`config.mk`:
```
export PLATFORM = sky130hd
export DESIGN_NAME = cwg_top
export DESIGN_NICKNAME = d
export VERILOG_FILES = /design/src/common/cwg_pkg.sv /design/src/core/cwg_top.sv
export SDC_FILE = /design/constraint.sdc
export NUM_CORES = 1
export LEC_CHECK = 0
export BUFFER_PORTS_ARGS = -buffer_cell sky130_fd_sc_hd__buf_2
export CORE_AREA = 2 2 125 103
export CTS_CLUSTER_SIZE = 28
export DETAILED_ROUTE_END_ITERATION = 8
export DIE_AREA = 0 0 127 105
export SYNTH_ARGS = -nofsm -noshare
export SYNTH_HDL_FRONTEND = slang
export SYNTH_SLANG_ARGS = --single-unit
```
`constraint.sdc`:
```
create_clock -name CLK -period 2.97 [get_ports CLK]
set_input_delay 0.594 -clock CLK [delete_from_list [all_inputs] [get_ports CLK]]
set_output_delay 0.594 -clock CLK [all_outputs]
set_load 0.02 [all_outputs]
```
`src/common/cwg_pkg.sv`:
```
// Package of register map, field positions and encodings for the waveform generator
package cwg_pkg;

  // ----------------------------------------------------------------
  // Register byte addresses
  // ----------------------------------------------------------------
  localparam logic [3:0] ADDR_CTRL0 = 4'h0;
  localparam logic [3:0] ADDR_CTRL1 = 4'h4;
  localparam logic [3:0] ADDR_CTRL2 = 4'h8;
  localparam logic [3:0] ADDR_DBR   = 4'hc;
  localparam logic [4:0] ADDR_DBF_W = 5'h10;

  // ----------------------------------------------------------------
  // Field positions
  // ----------------------------------------------------------------
  localparam int BIT_EN     = 7;
  localparam int BIT_OEB    = 6;
  localparam int BIT_OEA    = 5;
  localparam int BIT_POLB   = 4;
  localparam int BIT_POLA   = 3;
  localparam int BIT_CS     = 0;
  localparam int LSB_LVLB   = 6;
  localparam int LSB_LVLA   = 4;
  localparam int LSB_IS     = 0;
  localparam int BIT_STAT   = 7;
  localparam int BIT_ARS    = 6;
  localparam int BIT_LCSD   = 1;
  localparam int BIT_FLTSD  = 0;
  localparam int DB_W       = 6;

  // ----------------------------------------------------------------
  // Writable masks and reset values
  // ----------------------------------------------------------------
  localparam logic [7:0] MASK_CTRL0  = 8'hf9;
  localparam logic [7:0] MASK_CTRL1  = 8'hf3;
  localparam logic [7:0] MASK_CTRL2  = 8'hc3;
  localparam logic [7:0] MASK_DB     = 8'h3f;
  localparam logic [7:0] RST_REG     = 8'h00;

  // ----------------------------------------------------------------
  // Encodings
  // ----------------------------------------------------------------
  localparam logic [1:0] LVL_HIGH  = 2'h3;
  localparam logic [1:0] LVL_LOW   = 2'h2;
  localparam logic [1:0] LVL_TRI   = 2'h1;
  localparam logic [1:0] LVL_INACT = 2'h0;
  localparam logic [1:0] SRC_PWM1  = 2'h0;
  localparam logic [1:0] SRC_PWM2  = 2'h1;
  localparam logic [1:0] SRC_OSC   = 2'h2;
  localparam logic [1:0] SRC_LC    = 2'h3;
  localparam logic [1:0] RESP_OK     = 2'h0;
  localparam logic [1:0] RESP_SLVERR = 2'h2;

  typedef enum logic [1:0]
  {
    DB_IDLE = 2'b00,
    DB_RISE = 2'b01,
    DB_FALL = 2'b10
  } cwg_db_t;

endpackage

```
`src/core/cwg_top.sv`:
```
// Complementary waveform generator with dead band, shutdown and AXI4-Lite registers
//
// What this block does
// - Start by setting auto-restart or by clearing the shutdown status bit.
// - In shutdown outputs follow override levels; polarity not applied to forced levels.
// - Output B override field bits 7-6: 11 high, 10 low, 01 tri, 00 inactive.
// - Output A override field bits 5-4: 11 high, 10 low, 01 tri, 00 inactive.
// - Without auto-restart, shutdown holds until cleared; resume on next input rising edge.
// - Software clear of shutdown status only succeeds if enabled shutdown inputs inactive.
// - With auto-restart, hardware clears status when condition ends; resume on rising edge.
// - Control zero bit 7 enables module; disabled makes enables and levels ineffective.
// - Control zero bits 6 and 5 connect outputs B and A to pins.
// - Control zero bits 4 and 3 invert outputs B and A when set.
// - Control zero bit 0 selects dead-band clock; bits 2-1 read zero.
// - Control one bits 1-0 select input source: logic cell, oscillator, PWM2, PWM1.
// - Status bit 7 of control two set by hardware on shutdown, forces outputs to their override levels.
// - Control two bit 6 auto-restart, bit 1 logic-cell shutdown, bit 0 fault shutdown.
// - Rising dead-band count n gives n to n+1 counts; zero gives none.
// - Falling dead-band count same meaning; zero bypasses dead band.
// - On rising input edge, B off at once, count rising dead band, then A on.
// - On falling input edge, A off at once, count falling dead band, then B on.
// - Shutdown inputs act on level; status cannot clear while enabled input active.
// - Right after enabling, both drive outputs are held cleared.
`timescale 1ns/1ps

module cwg_top
#(
  parameter int DBW = 6
)
(
  input  wire logic        CLK,
  input  wire logic        NRST,
  input  wire logic        FAST_OSC_TICK,
  input  wire logic        FIRST_PWM_OUTPUT,
  input  wire logic        SECOND_PWM_OUTPUT,
  input  wire logic        OSCILLATOR_OUTPUT,
  input  wire logic        LOGIC_CELL_OUTPUT,
  input  wire logic        FAULT_INPUT_LOW_N,
  input  wire logic        AWVALID,
  output logic             AWREADY,
  input  wire logic [7:0]  AWADDR,
  input  wire logic        WVALID,
  output logic             WREADY,
  input  wire logic [31:0] WDATA,
  input  wire logic [3:0]  WSTRB,
  output logic             BVALID,
  input  wire logic        BREADY,
  output logic [1:0]       BRESP,
  input  wire logic        ARVALID,
  output logic             ARREADY,
  input  wire logic [7:0]  ARADDR,
  output logic             RVALID,
  input  wire logic        RREADY,
  output logic [31:0]      RDATA,
  output logic [1:0]       RRESP,
  output logic             OUTPUT_A_O,
  output logic             OUTPUT_A_OE,
  output logic             OUTPUT_B_O,
  output logic             OUTPUT_B_OE,
  output logic             SHUTDOWN_ACTIVE
);

  // ----------------------------------------------------------------
  // State
  // ----------------------------------------------------------------
  typedef struct packed
  {
    logic [7:0]      ctrl0;
    logic [7:0]      ctrl1;
    logic [7:0]      ctrl2;
    logic [DBW-1:0]  dbr;
    logic [DBW-1:0]  dbf;
    logic [1:0]      in_sync;
    logic [1:0]      lc_sync;
    logic [1:0]      flt_sync;
    logic            in_prev;
    logic            run;
    logic            en_prev;
    cwg_pkg::cwg_db_t db_state;
    logic [DBW-1:0]  db_cnt;
    logic            drv_a;
    logic            drv_b;
    logic            aw_got;
    logic [7:0]      aw_addr;
    logic            w_got;
    logic [7:0]      w_data;
    logic [3:0]      w_strb;
    logic            bvalid;
    logic            bad_w;
    logic            rvalid;
    logic [7:0]      rdata;
    logic            bad_r;
  } cwg_state_t;

  cwg_state_t st_r;
  cwg_state_t st_nxt;

  logic       src_raw;
  logic       sd_cond;
  logic       in_rise;
  logic       in_fall;
  logic       db_tick;
  logic       wr_fire;
  logic       wr_hit_ctrl2;
  logic       sw_status;
  logic       sw_clear_req;
  logic [7:0] rd_val;

  // ----------------------------------------------------------------
  // Input selection and edge detection
  // ----------------------------------------------------------------
  always_comb
  begin
    unique case (st_r.ctrl1[cwg_pkg::LSB_IS +: 2])
      cwg_pkg::SRC_PWM1: src_raw = FIRST_PWM_OUTPUT;
      cwg_pkg::SRC_PWM2: src_raw = SECOND_PWM_OUTPUT;
      cwg_pkg::SRC_OSC:  src_raw = OSCILLATOR_OUTPUT;
      cwg_pkg::SRC_LC:   src_raw = LOGIC_CELL_OUTPUT;
    endcase
  end

  // Only the second stage is looked at; the first may be metastable
  assign in_rise = st_r.in_sync[1] & ~st_r.in_prev;
  assign in_fall = ~st_r.in_sync[1] & st_r.in_prev;
  // Level sensitive: condition holds as long as any enabled input is active
  assign sd_cond = (st_r.ctrl2[cwg_pkg::BIT_LCSD] & st_r.lc_sync[1])
                 | (st_r.ctrl2[cwg_pkg::BIT_FLTSD] & ~st_r.flt_sync[1]);
  // Fast oscillator arrives as a tick enable so the design keeps one clock
  assign db_tick = st_r.ctrl0[cwg_pkg::BIT_CS] ? FAST_OSC_TICK : 1'b1;

  // ----------------------------------------------------------------
  // Bus write and read decode
  // ----------------------------------------------------------------
  assign wr_fire      = st_r.aw_got & st_r.w_got & ~st_r.bvalid;
  assign wr_hit_ctrl2 = wr_fire & (st_r.aw_addr[7:2] == {4'h0, cwg_pkg::ADDR_CTRL2[3:2]})
                      & st_r.w_strb[0];
  assign sw_status    = st_r.w_data[cwg_pkg::BIT_STAT];
  assign sw_clear_req = wr_hit_ctrl2 & ~sw_status;

  always_comb
  begin
    unique case (ARADDR[7:2])
      6'h00: rd_val = st_r.ctrl0 & cwg_pkg::MASK_CTRL0;
      6'h01: rd_val = st_r.ctrl1 & cwg_pkg::MASK_CTRL1;
      6'h02: rd_val = st_r.ctrl2 & cwg_pkg::MASK_CTRL2;
      6'h03: rd_val = 8'(st_r.dbr);
      6'h04: rd_val = 8'(st_r.dbf);
      default: rd_val = 8'h00;
    endcase
  end

  // ----------------------------------------------------------------
  // Next state
  // ----------------------------------------------------------------
  always_comb
  begin
    st_nxt = st_r;
    st_nxt.in_sync  = {st_r.in_sync[0], src_raw};
    st_nxt.lc_sync  = {st_r.lc_sync[0], LOGIC_CELL_OUTPUT};
    st_nxt.flt_sync = {st_r.flt_sync[0], FAULT_INPUT_LOW_N};
    st_nxt.in_prev  = st_r.in_sync[1];
    st_nxt.en_prev  = st_r.ctrl0[cwg_pkg::BIT_EN];

    // Bus channels
    if (AWVALID && !st_r.aw_got)
    begin
      st_nxt.aw_got  = 1'b1;
      st_nxt.aw_addr = AWADDR;
    end
    if (WVALID && !st_r.w_got)
    begin
      st_nxt.w_got  = 1'b1;
      st_nxt.w_data = WDATA[7:0];
      st_nxt.w_strb = WSTRB;
    end
    if (wr_fire)
    begin
      st_nxt.aw_got = 1'b0;
      st_nxt.w_got  = 1'b0;
      st_nxt.bvalid = 1'b1;
      st_nxt.bad_w  = (st_r.aw_addr[7:2] > 6'h04);
      if (st_r.w_strb[0])
      begin
        unique case (st_r.aw_addr[7:2])
          6'h00: st_nxt.ctrl0 = st_r.w_data & cwg_pkg::MASK_CTRL0;
          6'h01: st_nxt.ctrl1 = st_r.w_data & cwg_pkg::MASK_CTRL1;
          6'h02: st_nxt.ctrl2 = st_r.w_data & cwg_pkg::MASK_CTRL2;
          6'h03: st_nxt.dbr   = st_r.w_data[DBW-1:0];
          6'h04: st_nxt.dbf   = st_r.w_data[DBW-1:0];
          default: st_nxt.ctrl0 = st_r.ctrl0;
        endcase
      end
    end
    if (st_r.bvalid && BREADY)
    begin
      st_nxt.bvalid = 1'b0;
    end
    if (ARVALID && !st_r.rvalid)
    begin
      st_nxt.rvalid = 1'b1;
      st_nxt.rdata  = rd_val;
      st_nxt.bad_r  = (ARADDR[7:2] > 6'h04);
    end
    else if (st_r.rvalid && RREADY)
    begin
      st_nxt.rvalid = 1'b0;
    end

    // Shutdown status: hardware set wins over software clear
    if (sw_clear_req && sd_cond)
    begin
      st_nxt.ctrl2[cwg_pkg::BIT_STAT] = 1'b1;
    end
    if (sd_cond)
    begin
      st_nxt.ctrl2[cwg_pkg::BIT_STAT] = 1'b1;
    end
    else if (st_r.ctrl2[cwg_pkg::BIT_ARS] && st_r.ctrl2[cwg_pkg::BIT_STAT] && !wr_hit_ctrl2)
    begin
      st_nxt.ctrl2[cwg_pkg::BIT_STAT] = 1'b0;
    end

    // Output waveform
    if (!st_r.ctrl0[cwg_pkg::BIT_EN] || (st_r.ctrl0[cwg_pkg::BIT_EN] && !st_r.en_prev))
    begin
      st_nxt.drv_a    = 1'b0;
      st_nxt.drv_b    = 1'b0;
      st_nxt.run      = 1'b0;
      st_nxt.db_state = cwg_pkg::DB_IDLE;
    end
    else if (st_r.ctrl2[cwg_pkg::BIT_STAT])
    begin
      // Outputs go inactive; restart waits for the next rising edge
      st_nxt.run      = 1'b0;
      st_nxt.drv_a    = 1'b0;
      st_nxt.drv_b    = 1'b0;
      st_nxt.db_state = cwg_pkg::DB_IDLE;
    end
    else if (!st_r.run)
    begin
      if (in_rise)
      begin
        st_nxt.run = 1'b1;
      end
    end
    if (st_r.ctrl0[cwg_pkg::BIT_EN] && st_r.en_prev && !st_r.ctrl2[cwg_pkg::BIT_STAT]
        && (st_r.run || in_rise))
    begin
      if (in_rise)
      begin
        st_nxt.drv_b  = 1'b0;
        st_nxt.db_cnt = '0;
        if (st_r.dbr == '0)
        begin
          st_nxt.drv_a    = 1'b1;
          st_nxt.db_state = cwg_pkg::DB_IDLE;
        end
        else
        begin
          st_nxt.db_state = cwg_pkg::DB_RISE;
        end
      end
      else if (in_fall)
      begin
        st_nxt.drv_a  = 1'b0;
        st_nxt.db_cnt = '0;
        if (st_r.dbf == '0)
        begin
          st_nxt.drv_b    = 1'b1;
          st_nxt.db_state = cwg_pkg::DB_IDLE;
        end
        else
        begin
          st_nxt.db_state = cwg_pkg::DB_FALL;
        end
      end
      else if (db_tick)
      begin
        unique case (st_r.db_state)
          cwg_pkg::DB_IDLE: st_nxt.db_cnt = st_r.db_cnt;
          cwg_pkg::DB_RISE:
          begin
            st_nxt.db_cnt = st_r.db_cnt + 1'b1;
            if (st_r.db_cnt + 1'b1 == st_r.dbr)
            begin
              st_nxt.drv_a    = 1'b1;
              st_nxt.db_state = cwg_pkg::DB_IDLE;
            end
          end
          cwg_pkg::DB_FALL:
          begin
            st_nxt.db_cnt = st_r.db_cnt + 1'b1;
            if (st_r.db_cnt + 1'b1 == st_r.dbf)
            begin
              st_nxt.drv_b    = 1'b1;
              st_nxt.db_state = cwg_pkg::DB_IDLE;
            end
          end
          default: st_nxt.db_state = cwg_pkg::DB_IDLE;
        endcase
      end
    end
  end

  always_ff @(posedge CLK or negedge NRST)
  begin
    if (!NRST)
    begin
      st_r <= '0;
    end
    else
    begin
      st_r <= st_nxt;
    end
  end

  // ----------------------------------------------------------------
  // Pin drive
  // ----------------------------------------------------------------
  function automatic logic [1:0] pin_drive(input logic [1:0] lvl, input logic sd,
                                           input logic drv, input logic pol);
    logic [1:0] r;
    r = {1'b1, drv ^ pol};
    if (sd)
    begin
      unique case (lvl)
        cwg_pkg::LVL_HIGH:  r = 2'b11;
        cwg_pkg::LVL_LOW:   r = 2'b10;
        cwg_pkg::LVL_TRI:   r = 2'b00;
        cwg_pkg::LVL_INACT: r = {1'b1, pol};
      endcase
    end
    return r;
  endfunction

  logic [1:0] pa;
  logic [1:0] pb;
  logic       sd_now;
  assign sd_now = st_r.ctrl2[cwg_pkg::BIT_STAT];
  assign pa = pin_drive(st_r.ctrl1[cwg_pkg::LSB_LVLA +: 2], sd_now, st_r.drv_a,
                        st_r.ctrl0[cwg_pkg::BIT_POLA]);
  assign pb = pin_drive(st_r.ctrl1[cwg_pkg::LSB_LVLB +: 2], sd_now, st_r.drv_b,
                        st_r.ctrl0[cwg_pkg::BIT_POLB]);
  // Module enable gates the pin enables as a whole
  assign OUTPUT_A_OE = st_r.ctrl0[cwg_pkg::BIT_EN] & st_r.ctrl0[cwg_pkg::BIT_OEA] & pa[1];
  assign OUTPUT_B_OE = st_r.ctrl0[cwg_pkg::BIT_EN] & st_r.ctrl0[cwg_pkg::BIT_OEB] & pb[1];
  assign OUTPUT_A_O  = pa[0];
  assign OUTPUT_B_O  = pb[0];
  assign SHUTDOWN_ACTIVE = sd_now;

  assign AWREADY = ~st_r.aw_got;
  assign WREADY  = ~st_r.w_got;
  assign BVALID  = st_r.bvalid;
  assign BRESP   = st_r.bad_w ? cwg_pkg::RESP_SLVERR : cwg_pkg::RESP_OK;
  assign ARREADY = ~st_r.rvalid;
  assign RVALID  = st_r.rvalid;
  assign RDATA   = {24'h000000, st_r.rdata};
  assign RRESP   = st_r.bad_r ? cwg_pkg::RESP_SLVERR : cwg_pkg::RESP_OK;

  // ----------------------------------------------------------------
  // Checks
  // ----------------------------------------------------------------
  AST_SD_SETS: assert property (@(posedge CLK) disable iff (!NRST)
    sd_cond |=> st_r.ctrl2[cwg_pkg::BIT_STAT])
    else $error("Shutdown condition did not set status");
  AST_NO_CLEAR: assert property (@(posedge CLK) disable iff (!NRST)
    (sw_clear_req && sd_cond) |=> st_r.ctrl2[cwg_pkg::BIT_STAT])
    else $error("Status cleared while shutdown input active");
  AST_AUTO: assert property (@(posedge CLK) disable iff (!NRST)
    (!sd_cond && st_r.ctrl2[cwg_pkg::BIT_ARS] && sd_now && !wr_hit_ctrl2)
    |=> !st_r.ctrl2[cwg_pkg::BIT_STAT])
    else $error("Auto-restart did not clear status");
  AST_RISE_B_OFF: assert property (@(posedge CLK) disable iff (!NRST)
    (in_rise && st_r.run && !sd_now && st_r.en_prev && st_r.ctrl0[cwg_pkg::BIT_EN])
    |=> !st_r.drv_b)
    else $error("Output B not turned off on rising edge");
  AST_FALL_A_OFF: assert property (@(posedge CLK) disable iff (!NRST)
    (in_fall && st_r.run && !sd_now && st_r.en_prev && st_r.ctrl0[cwg_pkg::BIT_EN])
    |=> !st_r.drv_a)
    else $error("Output A not turned off on falling edge");
  AST_NO_OVERLAP: assert property (@(posedge CLK) disable iff (!NRST)
    !(st_r.drv_a && st_r.drv_b))
    else $error("Both drives active");
  AST_DISABLED: assert property (@(posedge CLK) disable iff (!NRST)
    !st_r.ctrl0[cwg_pkg::BIT_EN] |-> (!OUTPUT_A_OE && !OUTPUT_B_OE))
    else $error("Pin driven while module disabled");
  AST_ENABLE_CLR: assert property (@(posedge CLK) disable iff (!NRST)
    $rose(st_r.ctrl0[cwg_pkg::BIT_EN]) |=> (!st_r.drv_a && !st_r.drv_b))
    else $error("Drives not cleared after enable");
  AST_FORCE_HIGH: assert property (@(posedge CLK) disable iff (!NRST)
    (sd_now && st_r.ctrl1[cwg_pkg::LSB_LVLA +: 2] == cwg_pkg::LVL_HIGH) |-> OUTPUT_A_O)
    else $error("Override high not applied to output A");

endmodule

```
==> metrics.md <==
| Metric | Value |
|---|---|
| CTS H-tree depth | `3` |
| Starting Density | `34.6%` |
| Fmax achieved | `393 MHz` |
| Vias in the first global route | `2,860` |
| Share of post-route cells with drive strength above 1 | `28.6%` |
| Cell leakage power | `2.22 nW` |
| Hold Crit Start | `st_nxt[50]` |
| Area grow syn2layout | `12.5%` |
| Asr flop ratio synth | `100%` |
| Post-place setup slack | `492 ps` |
| Required @ worst endpoint | `3180 ps` |
| Setup ws final | `424 ps` |
| CTS Hold Bufs | `0` |
| Final wirelength | `9110 um` |
| Gr usage total | `14.7%` |
| Final ANT Viol Nets | `0` |
| Most frequent cells in the layout | `dfrtp_1 (76), buf_2 (52), mux2_2 (36)` |
| Hold endpoint | `st_r[50]` |
| Vias per inst | `4.92` |
| Clk Latency, worst-skew pair | `340 ps` |
| Fin. Hold Viols | `0` |
| First-pass GRT wire length | `15,200 um` |
| Worst Path Buf+Inv | `1` |
| Slowest cell on the critical path | `or4b_2` |
| Clk sink count | `76` |
| Ports | `111` |
| Crit path kind | `reg -> reg` |
| Fin Setup TNS | `0 ps` |
| Initial antenna violation count | `0` |
| Fin area | `4660 um2` |
| Max cap viols | `0` |
| Synth Area per Inst | `10.9 um2` |
| Most common cell after layout, fill and taps aside | `dfrtp_1` |
| Met3 Usage GRT | `5.27%` |
| Placer Congestion | `0.848` |
| Busiest layer in global routing | `met1` |
| Root buffer cell | `clkbuf_16` |
| Final #Nets | `493` |
| Final Max Slew Viols | `0` |
| Final min period | `2550 ps` |
| Endpoints failing setup | `0` |
| Synth Instances | `381` |
| Core area | `12,000 um2` |
| Total gr overflow | `0` |
| Postcts setup bufs | `0` |
| Most frequent CP cell | `o21ai_0` |
| Clock slew seen by the registers of the worst setup and hold paths | `50 ps` |
| Die area | `13,300 um2` |
| DRT iter0 DRCs | `181` |
| DIE HEIGHT | `105 um` |
| Post-synthesis sequential area ratio | `45.9%` |
| Area contributors post-synth | `dfrtp_1 (46%), mux2_2 (9.8%), buf_4 (6.7%), o21ai_0 (3.5%), nand2_1 (2.8%)` |
| Flop2flop setup slack | `420 ps` |
| Pin count of the biggest net entering global routing | `77` |
| Fin crit share | `85.7%` |
| DIE WIDTH | `127 um` |
| FF-to-FF path depth | `8` |
| RSZ-0062 raised after global routing | `no` |
| Post-layout power | `3.74 mW` |
| CP Data Arrival Time | `2760 ps` |
| Number of synthesized flops with an enable pin | `0` |
| DR WL/cell | `15.8 um` |
| Synth Warn # | `0` |
| Crit-path cells | `inv_1 > ha_1 > or4b_2 > nor4_1 > o21ai_0 > o2bb2ai_1 > nand2_1 > o21ai_0` |
| Slew Limit Headroom | `36.6%` |
| Worst Max-Slew Pin Slew | `951 ps` |
| Hold slack | `348 ps` |
| CP Capture Type | `register` |
| Rows | `36` |
| Clock Path Buffers | `2` |
| Mapped Area | `4150 um2` |
| Met1 global-route usage | `21.5%` |
| DRC violations left | `0` |
| VDD IR-drop max | `522 uV` |
| Hold WC Path Type | `reg -> reg` |
| RR Endpoint | `st_r[43]` |
| Top cell type's share of synthesized area | `45.9%` |
| Post-DP HPWL | `6760 um` |
| RR Startpoint | `st_nxt[46]` |
| CTS tree | `done` |
| N_diodes | `0` |
| Grt met2 use | `20.4%` |
| Pwr Density | `802 nW/um2` |
| Largest area contributor in the netlist | `dfrtp_1` |
| Stages on worst setup path | `8` |
| Via count | `2,845` |
| CP peak stage delay | `610 ps` |
| Number of cells on the worst hold path | `0` |
| 1st-pass router iterations | `4` |
| Critical Path Start | `st_nxt[46]` |
| Ys flop type | `dfrtp_1` |
| Cell Area, Placed | `4360 um2` |
| Skew final | `6.95 ps` |
| Count of buffers from port buffering | `53` |
| Outcome | `completed` |
| Inserted Clock Buffers | `9` |
| Count of cell types in the netlist | `57` |
| Startpoint types | `register` |
| Delay-heaviest family, CP | `simple AND/OR/NAND/NOR gates` |
| CTS resizes | `0` |
| Critical path fanouts, max | `9` |
| Yosys reg bits | `76` |
==> worst max-delay path by stage <==
stage	to	slack [ps]
global placement	st_r[43]	590
global route	st_r[43]	220
floorplan	st_r[65]	870
finish	st_r[43]	420
CTS	st_r[43]	480
detailed placement	st_r[43]	490
==> synth_stat cells, types with 3 or more instances <==
library cell and number:
a211oi_1 3, a21oi_1 11, a22o_1 5, a31oi_1 3, and3_1 5, buf_2 3, buf_4 37, clkbuf_1 7
dfrtp_1 76, ha_1 7, inv_1 16, mux2_2 36, mux2_4 6, mux2i_1 4, nand2_1 31, nand3_1 11
nor2_1 12, nor2b_1 6, nor3_1 8, nor3b_1 4, nor4_1 4, o21a_1 4, o21ai_0 29, xnor2_1 4
xnor3_1 3, xor2_1 8
==> metrics by stage <==
step	utilization, %	cells
6_report	38.9	578
5_1_grt	38.9	578
4_1_cts	38.9	578
3_5_place_dp	36.4	562
3_3_place_gp	36.4	562
2_1_floorplan	-	406
==> flip-flops by register name, summed over array words and instances, names as in the netlist <==
register,flops
st_nxt,5
RDATA,8
RVALID,1
SHUTDOWN_ACTIVE,1
BVALID,1
st_r,60
==> layer usage <==
metal | wire [um] | part of all wire, %
met2 | 3900 | 43
met3 | 596 | 6.5
met5 | 0 | 0
met4 | 80 | 0.88
met1 | 4530 | 50
==> layout make-up <==
class                           count  area [um2]
Clock buffer                       13         280
Clock inverter                      3        18.8
Fill cell                        1182        7320
Inverter                           16        60.1
Multi-Input combinational cell    265        1940
Sequential cell                    76        1900
Tap cell                          152         190
Timing Repair Buffer               53         268
==> kinds of logic (layout without fill, tap and decap cells) <==
family                     after synthesis  in the layout  synth area share, %
AOI/OAI and AO/OA                       71             71                 11.0
and+or+nand+nor                         98             98                 13.3
muxes                                   48             48                 14.0
other                                    1             26               0.0904
xor gates and xnor gates                15             15                 4.16
DFF                                     76             76                 45.9
adders and majority gates                7              7                 2.11
buffers and inverters                   65             85                 9.51
==> where the power goes <==
part | internal, mW | leakage (nW) | switching (mW) | total, mW
clock network | 0.655 | 0.152 | 0.413 | 1.07
registers | 1.33 | 0.979 | 0.355 | 1.68
logic | 0.503 | 1.08 | 0.487 | 0.990
==> worst register-to-register path, delay by kind of cell, from the launching register on <==
family,cells,cell delay [ps]
AND/OR/NAND/NOR,3,1220
AO/OA/AOI/OAI,3,420
buffers and inverters,1,60
flip-flops,1,390
adder cells (fa/ha/maj),1,330
(Power assumes the default switching activity.)
